==> src/shared/adc_ctrl_defines.vh <==
// Register map, field positions, reset values and timing counts of the converter control block
`ifndef ADC_CTRL_DEFINES_VH
`define ADC_CTRL_DEFINES_VH

// Register byte offsets
`define OFS_SELECTION 12'h000
`define OFS_CONTROL_STATUS 12'h004
`define OFS_MODE 12'h008
`define OFS_ACTIVE 12'h00c
`define OFS_INT_STATUS 12'h010
`define OFS_INT_MASK 12'h014

// selection_register fields
`define SEL_INPUT_LSB 0
`define SEL_INPUT_MSB 3
`define SEL_LEFT_ADJ 5
`define SEL_REF_LSB 6
`define SEL_REF_MSB 7
`define SEL_RESET 8'h00

// Reference codes
`define REF_EXTERNAL_PIN 2'h0
`define REF_ANALOG_SUPPLY 2'h1
`define REF_RESERVED 2'h2
`define REF_INTERNAL_2V56 2'h3

// converter_control_status fields
`define CTL_ENABLE 7
`define CTL_START 6
`define CTL_AUTO 5
`define CTL_DONE 4
`define CTL_PRESC_LSB 0
`define CTL_PRESC_MSB 2
`define PRESC_RESET 3'h0

// Mode register fields
`define MODE_FREE_RUN 0

// Interrupt status and mask fields
`define INT_DONE 0
`define INT_STARTED 1
`define INT_WIDTH 2

// Input codes at or above this value feed the gain amplifier
`define AMP_INPUT_MIN 4'hc

// CPU sleep mode codes
`define SLEEP_IDLE 3'h0
`define SLEEP_NOISE_RED 3'h1

// Conversion lengths in converter clock cycles
`define CONV_CYCLES_FIRST 5'd25
`define CONV_CYCLES_NORMAL 5'd13

`endif

==> src/core/conv_clock_prescaler.v <==
// Prescaler that makes the converter clock as a one-cycle tick from core_clk
`timescale 1ns/1ps
module conv_clock_prescaler
(
   // Clock and reset
   input wire core_clk,
   input wire reset_n,
   // Control
   input wire restart,
   input wire [2:0] div_select,
   // Converter clock rising edge
   output reg tick
);
   reg [6:0] count_reg;
   wire [6:0] limit;

   // Division by two to the power div_select; zero also divides by two
   assign limit = (div_select == 3'h0) ? 7'h01 : ((7'h01 << div_select) - 7'h01);

   always @(posedge core_clk or negedge reset_n)
   begin
      if (!reset_n)
      begin
         count_reg <= 7'h00;
         tick <= 1'b0;
      end
      else if (restart)
      begin
         // Held in reset while disabled, restarted on a trigger for a fixed delay
         count_reg <= 7'h00;
         tick <= 1'b0;
      end
      else if (count_reg >= limit)
      begin
         count_reg <= 7'h00;
         tick <= 1'b1;
      end
      else
      begin
         count_reg <= count_reg + 7'h01;
         tick <= 1'b0;
      end
   end
endmodule

==> src/core/adc_select_buffer_sleep_ctrl.v <==
// Converter control: buffered selection, conversion sequencing, sleep start and AHB-Lite registers
//
// Summary of operation
// - Selection writes go to a buffer tracked by the converter while idle.
// - Selection locks at conversion start, tracks again in the last converter cycle.
// - Written start bit begins conversion at the next converter clock rising edge.
// - Selection written in a safe window applies to the next conversion.
// - Free running: conversion already started keeps previous selection after a change.
// - Amplified conversions clear the start bit, ending free running without software.
// - Entering idle or noise-reduction sleep when prepared starts a conversion.
// - Completion interrupt wakes the CPU, also raised if woken earlier.
// - Other sleep modes leave the converter enabled and powered.
// - Reference codes: external pin, analog supply, reserved, internal 2.56 V.
// - First conversion after enable takes 25 cycles, normal ones 13.
// - Start bit reads one while converting, cleared when a single conversion ends.
//
// Our own choices: the AHB-Lite slave port and the register offsets.
`timescale 1ns/1ps
`include "adc_ctrl_defines.vh"
module adc_select_buffer_sleep_ctrl
(
   // Clock and reset
   input wire core_clk,
   input wire reset_n,
   // AHB-Lite slave
   input wire hsel,
   input wire [11:0] haddr,
   input wire [1:0] htrans,
   input wire hwrite,
   input wire [2:0] hsize,
   input wire [31:0] hwdata,
   input wire hready,
   output reg [31:0] hrdata,
   output wire hreadyout,
   output wire hresp,
   // CPU sleep state, same clock domain
   input wire cpu_sleep,
   input wire [2:0] sleep_mode,
   // External auto trigger pin
   input wire trigger_in,
   // Converter side
   output reg [3:0] active_input_select,
   output reg [1:0] active_reference_select,
   output reg converter_power,
   output reg conversion_busy,
   output reg extended_conversion,
   output reg conversion_done_pulse,
   // Interrupt and wake-up
   output wire irq,
   output wire wake_request
);
   // Bus state
   reg dph_write_reg;
   reg dph_read_reg;
   reg read_wait_reg;
   reg [11:0] dph_addr_reg;
   // Software-visible registers
   reg [7:0] sel_buf_reg;
   reg enable_reg;
   reg auto_reg;
   reg free_run_reg;
   reg [2:0] presc_reg;
   reg [`INT_WIDTH-1:0] int_status_reg;
   reg [`INT_WIDTH-1:0] int_mask_reg;
   // Conversion state
   reg start_req_reg;
   reg first_reg;
   reg [4:0] cycle_reg;
   reg sleep_q_reg;
   reg trig_s1_reg;
   reg trig_s2_reg;
   reg trig_s3_reg;
   reg [31:0] rd_next;

   wire tick;
   wire addr_phase;
   wire wr_sel;
   wire wr_ctl;
   wire wr_mode;
   wire wr_int_status;
   wire wr_int_mask;
   wire [4:0] conv_len;
   wire last_cycle;
   wire amplified;
   wire continue_free;
   wire sw_start;
   wire sleep_start;
   wire trig_edge;
   wire sel_load;
   wire start_now;
   wire start_bit_view;

   assign addr_phase = hsel & htrans[1] & hready;
   assign hreadyout = ~read_wait_reg;
   assign hresp = 1'b0;

   assign wr_sel = dph_write_reg & (dph_addr_reg == `OFS_SELECTION);
   assign wr_ctl = dph_write_reg & (dph_addr_reg == `OFS_CONTROL_STATUS);
   assign wr_mode = dph_write_reg & (dph_addr_reg == `OFS_MODE);
   assign wr_int_status = dph_write_reg & (dph_addr_reg == `OFS_INT_STATUS);
   assign wr_int_mask = dph_write_reg & (dph_addr_reg == `OFS_INT_MASK);

   assign conv_len = first_reg ? `CONV_CYCLES_FIRST : `CONV_CYCLES_NORMAL;
   assign last_cycle = conversion_busy & tick & (cycle_reg == conv_len - 5'd1);
   assign amplified = (active_input_select >= `AMP_INPUT_MIN);
   // Free running restarts at once unless the channel is amplified
   assign continue_free = auto_reg & free_run_reg & ~amplified;
   assign start_bit_view = start_req_reg | conversion_busy;

   // A start write is honoured only when the same write leaves the converter enabled
   assign sw_start = wr_ctl & hwdata[`CTL_START] & hwdata[`CTL_ENABLE];
   // Sleep entry starts a conversion only when software prepared the converter
   assign sleep_start = cpu_sleep & ~sleep_q_reg & enable_reg & ~auto_reg & ~conversion_busy & ~start_req_reg &
      ((sleep_mode == `SLEEP_IDLE) | (sleep_mode == `SLEEP_NOISE_RED));
   // Edges during a conversion are ignored
   assign trig_edge = trig_s2_reg & ~trig_s3_reg & enable_reg & auto_reg & ~free_run_reg & ~conversion_busy;
   assign start_now = tick & start_req_reg & ~conversion_busy;
   // Track the buffer while idle or disabled, and again in the last cycle
   assign sel_load = ~enable_reg | (tick & (~conversion_busy | last_cycle));

   assign irq = |(int_status_reg & int_mask_reg);
   // Any unmasked interrupt, completion or start, is the wake source while the CPU sleeps
   assign wake_request = irq & cpu_sleep;

   conv_clock_prescaler u_prescaler
   (
      .core_clk(core_clk),
      .reset_n(reset_n),
      .restart(~enable_reg | trig_edge),
      .div_select(presc_reg),
      .tick(tick)
   );

   always @*
   begin
      rd_next = 32'h00000000;
      if (dph_addr_reg == `OFS_SELECTION)
         rd_next[7:0] = sel_buf_reg;
      else if (dph_addr_reg == `OFS_CONTROL_STATUS)
      begin
         rd_next[`CTL_ENABLE] = enable_reg;
         rd_next[`CTL_START] = start_bit_view;
         rd_next[`CTL_AUTO] = auto_reg;
         rd_next[`CTL_DONE] = int_status_reg[`INT_DONE];
         rd_next[`CTL_PRESC_MSB:`CTL_PRESC_LSB] = presc_reg;
      end
      else if (dph_addr_reg == `OFS_MODE)
         rd_next[`MODE_FREE_RUN] = free_run_reg;
      else if (dph_addr_reg == `OFS_ACTIVE)
         rd_next[9:0] = {extended_conversion, conversion_busy, active_reference_select, 2'h0, active_input_select};
      else if (dph_addr_reg == `OFS_INT_STATUS)
         rd_next[`INT_WIDTH-1:0] = int_status_reg;
      else if (dph_addr_reg == `OFS_INT_MASK)
         rd_next[`INT_WIDTH-1:0] = int_mask_reg;
      else
         rd_next = 32'h00000000;
   end

   // Bus slave: writes take effect in the data phase, reads add one wait state
   always @(posedge core_clk or negedge reset_n)
   begin
      if (!reset_n)
      begin
         dph_write_reg <= 1'b0;
         dph_read_reg <= 1'b0;
         read_wait_reg <= 1'b0;
         dph_addr_reg <= 12'h000;
         hrdata <= 32'h00000000;
      end
      else
      begin
         if (read_wait_reg)
         begin
            // Data sampled after any write of the previous data phase has landed
            hrdata <= rd_next;
            read_wait_reg <= 1'b0;
            dph_read_reg <= 1'b0;
            dph_write_reg <= 1'b0;
         end
         else
         begin
            dph_write_reg <= addr_phase & hwrite;
            dph_read_reg <= addr_phase & ~hwrite;
            read_wait_reg <= addr_phase & ~hwrite;
            if (addr_phase)
               dph_addr_reg <= {haddr[11:2], 2'h0};
         end
      end
   end

   // Software registers and interrupt flags
   always @(posedge core_clk or negedge reset_n)
   begin
      if (!reset_n)
      begin
         sel_buf_reg <= `SEL_RESET;
         enable_reg <= 1'b0;
         auto_reg <= 1'b0;
         free_run_reg <= 1'b0;
         presc_reg <= `PRESC_RESET;
         int_status_reg <= {`INT_WIDTH{1'b0}};
         int_mask_reg <= {`INT_WIDTH{1'b0}};
         converter_power <= 1'b0;
      end
      else
      begin
         // Any write lands in the buffer; the converter only sees it at safe points
         if (wr_sel)
            sel_buf_reg <= {hwdata[7:5], 1'b0, hwdata[3:0]};
         if (wr_ctl)
         begin
            enable_reg <= hwdata[`CTL_ENABLE];
            auto_reg <= hwdata[`CTL_AUTO];
            presc_reg <= hwdata[`CTL_PRESC_MSB:`CTL_PRESC_LSB];
         end
         if (wr_mode)
            free_run_reg <= hwdata[`MODE_FREE_RUN];
         if (wr_int_mask)
            int_mask_reg <= hwdata[`INT_WIDTH-1:0];
         // Write one clears; a new event in the same cycle wins
         int_status_reg <= (int_status_reg & ~({`INT_WIDTH{wr_int_status}} & hwdata[`INT_WIDTH-1:0]) &
            ~({`INT_WIDTH{wr_ctl & hwdata[`CTL_DONE]}} & 2'h1)) |
            {start_now, last_cycle};
         // Power follows the enable bit only, never the sleep mode
         converter_power <= wr_ctl ? hwdata[`CTL_ENABLE] : enable_reg;
      end
   end

   // Conversion sequencer on converter clock ticks
   always @(posedge core_clk or negedge reset_n)
   begin
      if (!reset_n)
      begin
         start_req_reg <= 1'b0;
         first_reg <= 1'b1;
         cycle_reg <= 5'd0;
         conversion_busy <= 1'b0;
         conversion_done_pulse <= 1'b0;
         extended_conversion <= 1'b0;
         sleep_q_reg <= 1'b0;
         trig_s1_reg <= 1'b0;
         trig_s2_reg <= 1'b0;
         trig_s3_reg <= 1'b0;
         active_input_select <= 4'h0;
         active_reference_select <= `REF_EXTERNAL_PIN;
      end
      else
      begin
         trig_s1_reg <= trigger_in;
         trig_s2_reg <= trig_s1_reg;
         trig_s3_reg <= trig_s2_reg;
         sleep_q_reg <= cpu_sleep;
         conversion_done_pulse <= last_cycle;
         extended_conversion <= conversion_busy & first_reg;

         if (sel_load)
         begin
            active_input_select <= sel_buf_reg[`SEL_INPUT_MSB:`SEL_INPUT_LSB];
            active_reference_select <= sel_buf_reg[`SEL_REF_MSB:`SEL_REF_LSB];
         end

         if (!enable_reg)
         begin
            // Disabled: abandon work, next enable gives a long first conversion
            conversion_busy <= 1'b0;
            cycle_reg <= 5'd0;
            first_reg <= 1'b1;
            start_req_reg <= 1'b0;
         end
         else
         begin
            if (start_now)
            begin
               conversion_busy <= 1'b1;
               cycle_reg <= 5'd0;
               start_req_reg <= 1'b0;
            end
            else if (last_cycle)
            begin
               first_reg <= 1'b0;
               cycle_reg <= 5'd0;
               // Next conversion locks the selection just loaded in this cycle
               conversion_busy <= continue_free;
            end
            else if (conversion_busy & tick)
               cycle_reg <= cycle_reg + 5'd1;
         end
         // Requests taken after the clears, so a set survives, also on the very write that enables
         if (sw_start | sleep_start | trig_edge)
            start_req_reg <= 1'b1;
         if (wr_ctl & hwdata[`CTL_ENABLE] & ~enable_reg)
            first_reg <= 1'b1;
      end
   end
endmodule

==> config.mk <==
export PLATFORM = sky130hd
export DESIGN_NAME = adc_select_buffer_sleep_ctrl
export DESIGN_NICKNAME = d
export VERILOG_FILES = /design/src/core/conv_clock_prescaler.v /design/src/core/adc_select_buffer_sleep_ctrl.v
export VERILOG_INCLUDE_DIRS = /design/src /design/src/shared
export SDC_FILE = /design/constraint.sdc
export NUM_CORES = 1
export LEC_CHECK = 0
export BUFFER_PORTS_ARGS = -buffer_cell sky130_fd_sc_hd__buf_2
export CORE_MARGIN = 3
export CORE_UTILIZATION = 51
export DETAILED_ROUTE_END_ITERATION = 16
export GPL_TIMING_DRIVEN = 1
export PLACE_DENSITY = 0.84
export SLEW_MARGIN = 20
export SYNTH_ARGS = -nofsm -noshare
export SYNTH_HDL_FRONTEND = slang
export SYNTH_HIERARCHICAL = 1
export SYNTH_SLANG_ARGS = --single-unit
==> constraint.sdc <==
create_clock -name core_clk -period 2.3 [get_ports core_clk]
set_input_delay 0.46 -clock core_clk [delete_from_list [all_inputs] [get_ports core_clk]]
set_output_delay 0.46 -clock core_clk [all_outputs]
set_load 0.01 [all_outputs]
== Yosys cells after proc, flatten, opt, wreduce, memory -nomap -nowiden ==
Cells that the tools add are included.

* Register bits after elaboration: 89
* Bits in latches: 0
* Memory bits (writable): 0
* ROM bits: 0
* Output and inout port bits: 46
* Memories: 0

* Add/sub/neg operators: 4
* Multiply operators: 0
* Divide/modulo/power cells: 0
* $lt $le $gt $ge: 2
* Eq/ne operators: 12
* Shift operators: 1
* Muxes and demuxes: 33
* Bitwise logic cells: 58
* Reductions and logical operators: 6

{| class="wikitable"
|+ Operators by type and width
! operator !! number
|-
| 24-bit two-way mux || 2
|-
| 1-bit bitwise AND || 34
|-
| 5-bit two-way mux || 5
|-
| 7-bit two-way mux || 3
|-
| 10-bit by 2-bit equality test with 1-bit output, second input constant || 2
|-
| 10-bit by 3-bit equality test with 1-bit output, second input constant || 2
|-
| 1-bit two-way mux || 16
|-
| 12-bit logical NOT || 1
|-
| 10-bit by 1-bit equality test with 1-bit output, second input constant || 1
|-
| 10-bit two-way mux || 1
|-
| 1-bit inverter || 10
|-
| 9-bit two-way mux || 1
|-
| 3-bit by 1-bit != test with 1-bit output, second input constant || 3
|-
| 2-bit bitwise AND || 4
|-
| 8-bit two-way mux || 1
|-
| 7-bit by 1-bit adder with 7-bit output, second input constant || 1
|-
| 7-bit >= comparator || 1
|-
| 1-bit OR || 7
|-
| 1-bit by 3-bit left shift with 7-bit output, first input constant || 1
|-
| 7-bit by 1-bit subtractor with 7-bit output, second input constant || 1
|-
| 3-bit logical NOT || 2
|-
| 5-bit by 1-bit adder with 5-bit output, second input constant || 1
|-
| 5-bit equality test || 1
|-
| 5-bit by 1-bit subtractor with 5-bit output, second input constant || 1
|-
| other kinds (12) || 14
|}

== Longest topological paths before layout ==
* Depth in word-level cells: 10
* Mapped depth: 6
* Gate-level depth less buffers: 6

== By module ==
Netlist, hierarchy kept.

{| class="wikitable"
|+ By module, submodules not included
! module !! instances !! cells each !! area an instance (um^2)
|-
| adc_select_buffer_sleep_ctrl || 1 || 256 || 2874.0
|-
| conv_clock_prescaler || 1 || 47 || 498.0
|}

== Worst setup path before layout ==
Ideal clock, no wire load.

* Kind: register -> register
* Start point: register dph_addr_reg[7]
* End point: register sel_buf_reg[0]
* Setup time: 125 ps
* Arrival time: 1553 ps
* Required time: 2175 ps
* Path slack: 622 ps
* Cell stages (with the launch flop): 5
* Buffers on the path: 0
* Cells stage by stage: dfrtp_1 > or4_4 > nor3_4 > nand3_4 > mux2_2

* Cells in the longest elaborated chain, start to end: 2

{| class="wikitable"
|+ RTL lines
! item !! RTL line !! text
|-
| start: declaration || adc_select_buffer_sleep_ctrl.v:56 || <nowiki>reg [11:0] dph_addr_reg;</nowiki>
|-
| start signal: assignment || adc_select_buffer_sleep_ctrl.v:186 || <nowiki>dph_addr_reg <= {haddr[11:2], 2'h0};</nowiki>
|-
| 12-bit logical NOT (no source line) || -- ||
|-
| 1-bit bitwise AND || adc_select_buffer_sleep_ctrl.v:97 || <nowiki>assign wr_sel = dph_write_reg & (dph_addr_reg == `OFS_SELECTION);</nowiki>
|-
| end signal: assignment || adc_select_buffer_sleep_ctrl.v:196 || <nowiki>sel_buf_reg <= `SEL_RESET;</nowiki>
|-
| end signal: assignment || adc_select_buffer_sleep_ctrl.v:209 || <nowiki>sel_buf_reg <= {hwdata[7:5], 1'b0, hwdata[3:0]};</nowiki>
|-
| end: declaration || adc_select_buffer_sleep_ctrl.v:58 || <nowiki>reg [7:0] sel_buf_reg;</nowiki>
|}

Every way passes these cells.
A chain may end at the register's enable or synchronous reset.

== Worst setup path after layout ==
* Start point: register read_wait_reg
* End point: output hreadyout

* Cells in the longest elaborated chain, start to end: 1

{| class="wikitable"
|+ RTL lines
! item !! RTL line !! text
|-
| start: declaration || adc_select_buffer_sleep_ctrl.v:55 || <nowiki>reg read_wait_reg;</nowiki>
|-
| start signal: assignment || adc_select_buffer_sleep_ctrl.v:184 || <nowiki>read_wait_reg <= addr_phase & ~hwrite;</nowiki>
|-
| 1-bit inverter (no source line) || -- ||
|-
| end: declaration || adc_select_buffer_sleep_ctrl.v:34 || <nowiki>output wire hreadyout,</nowiki>
|}

Every way passes these cells.

==> impl_metrics.py <==
metrics = {
    "logic_synthesis": {
        "synthesis.area_sq_um": 3370,
        "yosysTopAreaCell": "dfrtp_1",
        "synthesis.instances": 303,
        "synth_top_area_share_pct": 49.0,
        "synth_cell_types": 56,
        "synthTopCellsByArea": "dfrtp_1, mux2_2, buf_4, ha_1, inv_1",
        "synth_area_per_cell_sq_um": 11.1,
        "ys_seq_elements": 67,
        "async_flop_share_pct": 100,
        "synth_edf_count": 0,
        "yosysWarnings": 6,
        "ys_seq_area_share_pct": 49.8,
        "synthFlopType": "dfrtp_1",
    },
    "die": {
        "rows": 28,
        "core_sq_um": 6170,
        "die_x_um": 87.3,
        "die_height_um": 87.3,
        "fp.dieArea_sq_um": 7620,
        "initial_core_util_pct": 54.7,
        "ios": 105,
    },
    "critical_path": {
        "crit_chain": "inv_1, buf_2",
        "cp_top_family": "flip-flops",
        "cp_max_fo": 11,
        "cp_slowest_cell": "dfrtp_1",
        "path_buf_inv": 2,
        "worstPathRequired_ns": 1.84,
        "critPathMaxStageDelay_ns": 0.59,
        "startpoint_type": "flip-flop",
        "worstPathArrival_ns": 1.41,
        "cp-end-kind": "output pin",
        "worstSetupPathType": "flip-flop to output pin",
    },
    "sta": {
        "tightest_slew_ns": 0.594,
        "slew_violations": 0,
        "finalClockSkew_ns": 0.0119,
        "setup_viol": 0,
        "fin_ws_ns": 0.431,
        "final.min_clock_period_ns": 1.87,
        "hold_viol_final": 0,
        "tns_ns": 0,
        "relSlewSlack_pct": 60.4,
        "clock.fmax_mhz": 535,
        "whs_ns": 0.109,
        "rsz0062_at_grt": "false",
        "finalCritPeriodShare_pct": 81.3,
    },
    "placement": {
        "post-place-ws_ns": 0.492,
        "gp_congestion": 0.833,
        "dpl.hpwl_um": 5350,
        "io_buffers": 50,
    },
    "clocking": {
        "cts_buffers": 9,
        "root_buffer": "clkbuf_8",
        "postCtsHoldBufs": 0,
        "htreeDepth": 3,
        "clockBufferDepth": 2,
        "tritoncts": "built",
        "cts.clk_slew.worst_paths_ns": 0.08,
        "cts_resized": 0,
        "cts_sinks": 67,
        "insertion_delay_ns": 0.35,
        "cts_setup_buffers": 0,
    },
    "pwr": {
        "comb_power_share_pct": 14.2,
        "sequentialPowerShare_pct": 47.8,
        "swShare_pct": 27.4,
        "intPower_mw": 2.09,
        "clkPwrFrac_pct": 38.0,
        "ir_drop_mv": 0.421,
        "p_per_area_nw_per_um2": 739,
        "switchingPower_mw": 0.791,
        "p_leak_nw": 1.85,
    },
    "route": {
        "firstDrtPassIters": 5,
        "drc": 0,
        "drt-total-wl_um": 7450,
        "avgRoutedWirePerCell_um": 16.8,
        "antenna_left": 0,
        "drtIter0Drc": 232,
        "via_per_inst": 5.75,
        "vias": 2554,
    },
    "finish": {
        "layout-drive-gt1-share_pct": 32.5,
        "syn2layout_area_growth_pct": 15.8,
        "n_antenna_cell": 0,
        "nNetsFinal": 432,
    },
    "run": {
        "cap_violations": 0,
    },
    "global_routing": {
        "antenna_found_initial": 0,
        "grt_max_degree": 43,
        "overflow": 0,
        "grt_first_pass_wirelength_um": 12300,
        "grt_use_total_pct": 20.8,
        "grt_pass1_vias": 2456,
    },
    "outcome": {
        "status": "finished clean",
    },
    "worst_hold_path": {
        "hp-class": "input pin to asynchronous set/reset pin",
    },
}
cell families after synthesis:
logic type / after synthesis / synth area share, %
AO/OA/AOI/OAI: 51 / 10.6
flip-flops: 67 / 49.8
AND/OR/NAND/NOR: 82 / 14.4
multiplexers: 35 / 11.5
buffers and inverters: 50 / 8.20
adder cells (fa/ha/maj): 9 / 3.34
other: 1 / 0.111
XOR/XNOR: 8 / 2.08
layout by cell type (no fill, tap or decap), types with 2 or more instances in the layout:
master / count
ha_1: 9
nor2_1: 15
xor2_1: 4
nand3_1: 13
a21oi_1: 10
a31oi_1: 5
o21ai_0: 8
xnor2_1: 4
mux2_2: 31
bufinv_16: 2
buf_2: 50
nand4_1: 6
and2_1: 2
nand2_1: 16
o32ai_1: 6
buf_4: 9
dfrtp_1: 66
nor2b_1: 4
a21o_1: 3
clkbuf_8: 10
mux2i_1: 4
clkinvlp_4: 2
a22o_1: 3
inv_1: 18
conb_1: 23
and3_1: 3
a21oi_2: 2
nor3_1: 8
o2bb2ai_1: 2
cells in the mapped netlist (all sizes together) (2+ instances only):
master	count
nor4	3
o21ai	9
a22o	3
xnor2	4
or4	2
buf	28
nand3	14
dfrtp	66
nor3b	2
and3	3
nor3	9
a21oi	12
nor2b	4
mux2i	4
ha	9
nand2	16
nor2	15
nand4	6
xor2	4
o32ai	6
inv	18
a31oi	5
o2bb2ai	2
and2	2
mux2	31
clkbuf	4
a21o	4
routing by layer:
metal,vias up,global-route usage (%),part of all wire (%)
met4,0,6.83,1.7
met5,-,0,0
met2,116,33.3,50
met1,1258,28.0,43
met3,15,4.82,5.7
li1,1165,-,-
final timing paths:
| path | slack (ns) | start | cells past startpoint | end |
|---|---|---|---|---|
| worst max register to register | 0.47 | dph_addr_reg[7]$_DFFE_PN0P_ | 4 | sel_buf_reg[2]$_DFFE_PN0P_ |
| worst min-delay path | 0.11 | reset_n | 1 | dph_addr_reg[11]$_DFFE_PN0P_ |
| worst min register to register | 0.37 | trig_s1_reg$_DFF_PN0_ | 0 | trig_s2_reg$_DFF_PN0_ |
| worst max-delay path | 0.43 | read_wait_reg$_DFF_PN0_ | 2 | hreadyout |
| min in group core_clk | 0.22 | trigger_in | 1 | trig_s1_reg$_DFF_PN0_ |
| max in group asynchronous | 1.56 | reset_n | 2 | u_prescaler/count_reg[4]$_DFF_PN0_ |
area by class of cell:
cell class	count	area, sq um
Clock buffer	10	138
Fill cell	478	2260
Tap cell	75	93.8
Inverter	18	67.6
Multi-Input combinational cell	208	1500
Clock inverter	6	88.8
Sequential cell	67	1680
Timing Repair Buffer	60	338
through the flow:
stage	area [sq um]	power [mW]	utilization, %	cells
finish	3900	2.88	63.3	444
global route	3900	3.01	63.3	444
CTS	3900	2.90	63.3	444
detailed placement	3680	1.80	59.6	428
global placement	3680	1.77	59.6	428
floorplan	3450	1.66	-	325
power by group through the flow:
stage | Clock (mW) | Combinational, mW | Sequential (mW)
after global placement | 0 | 0.384 | 1.39
after floorplan | 0 | 0.292 | 1.37
after detailed placement | 0 | 0.402 | 1.40
after CTS | 1.11 | 0.410 | 1.38
after global routing | 1.16 | 0.452 | 1.39
final | 1.10 | 0.408 | 1.38
Note: power is estimated with default switching activity, not from simulation.
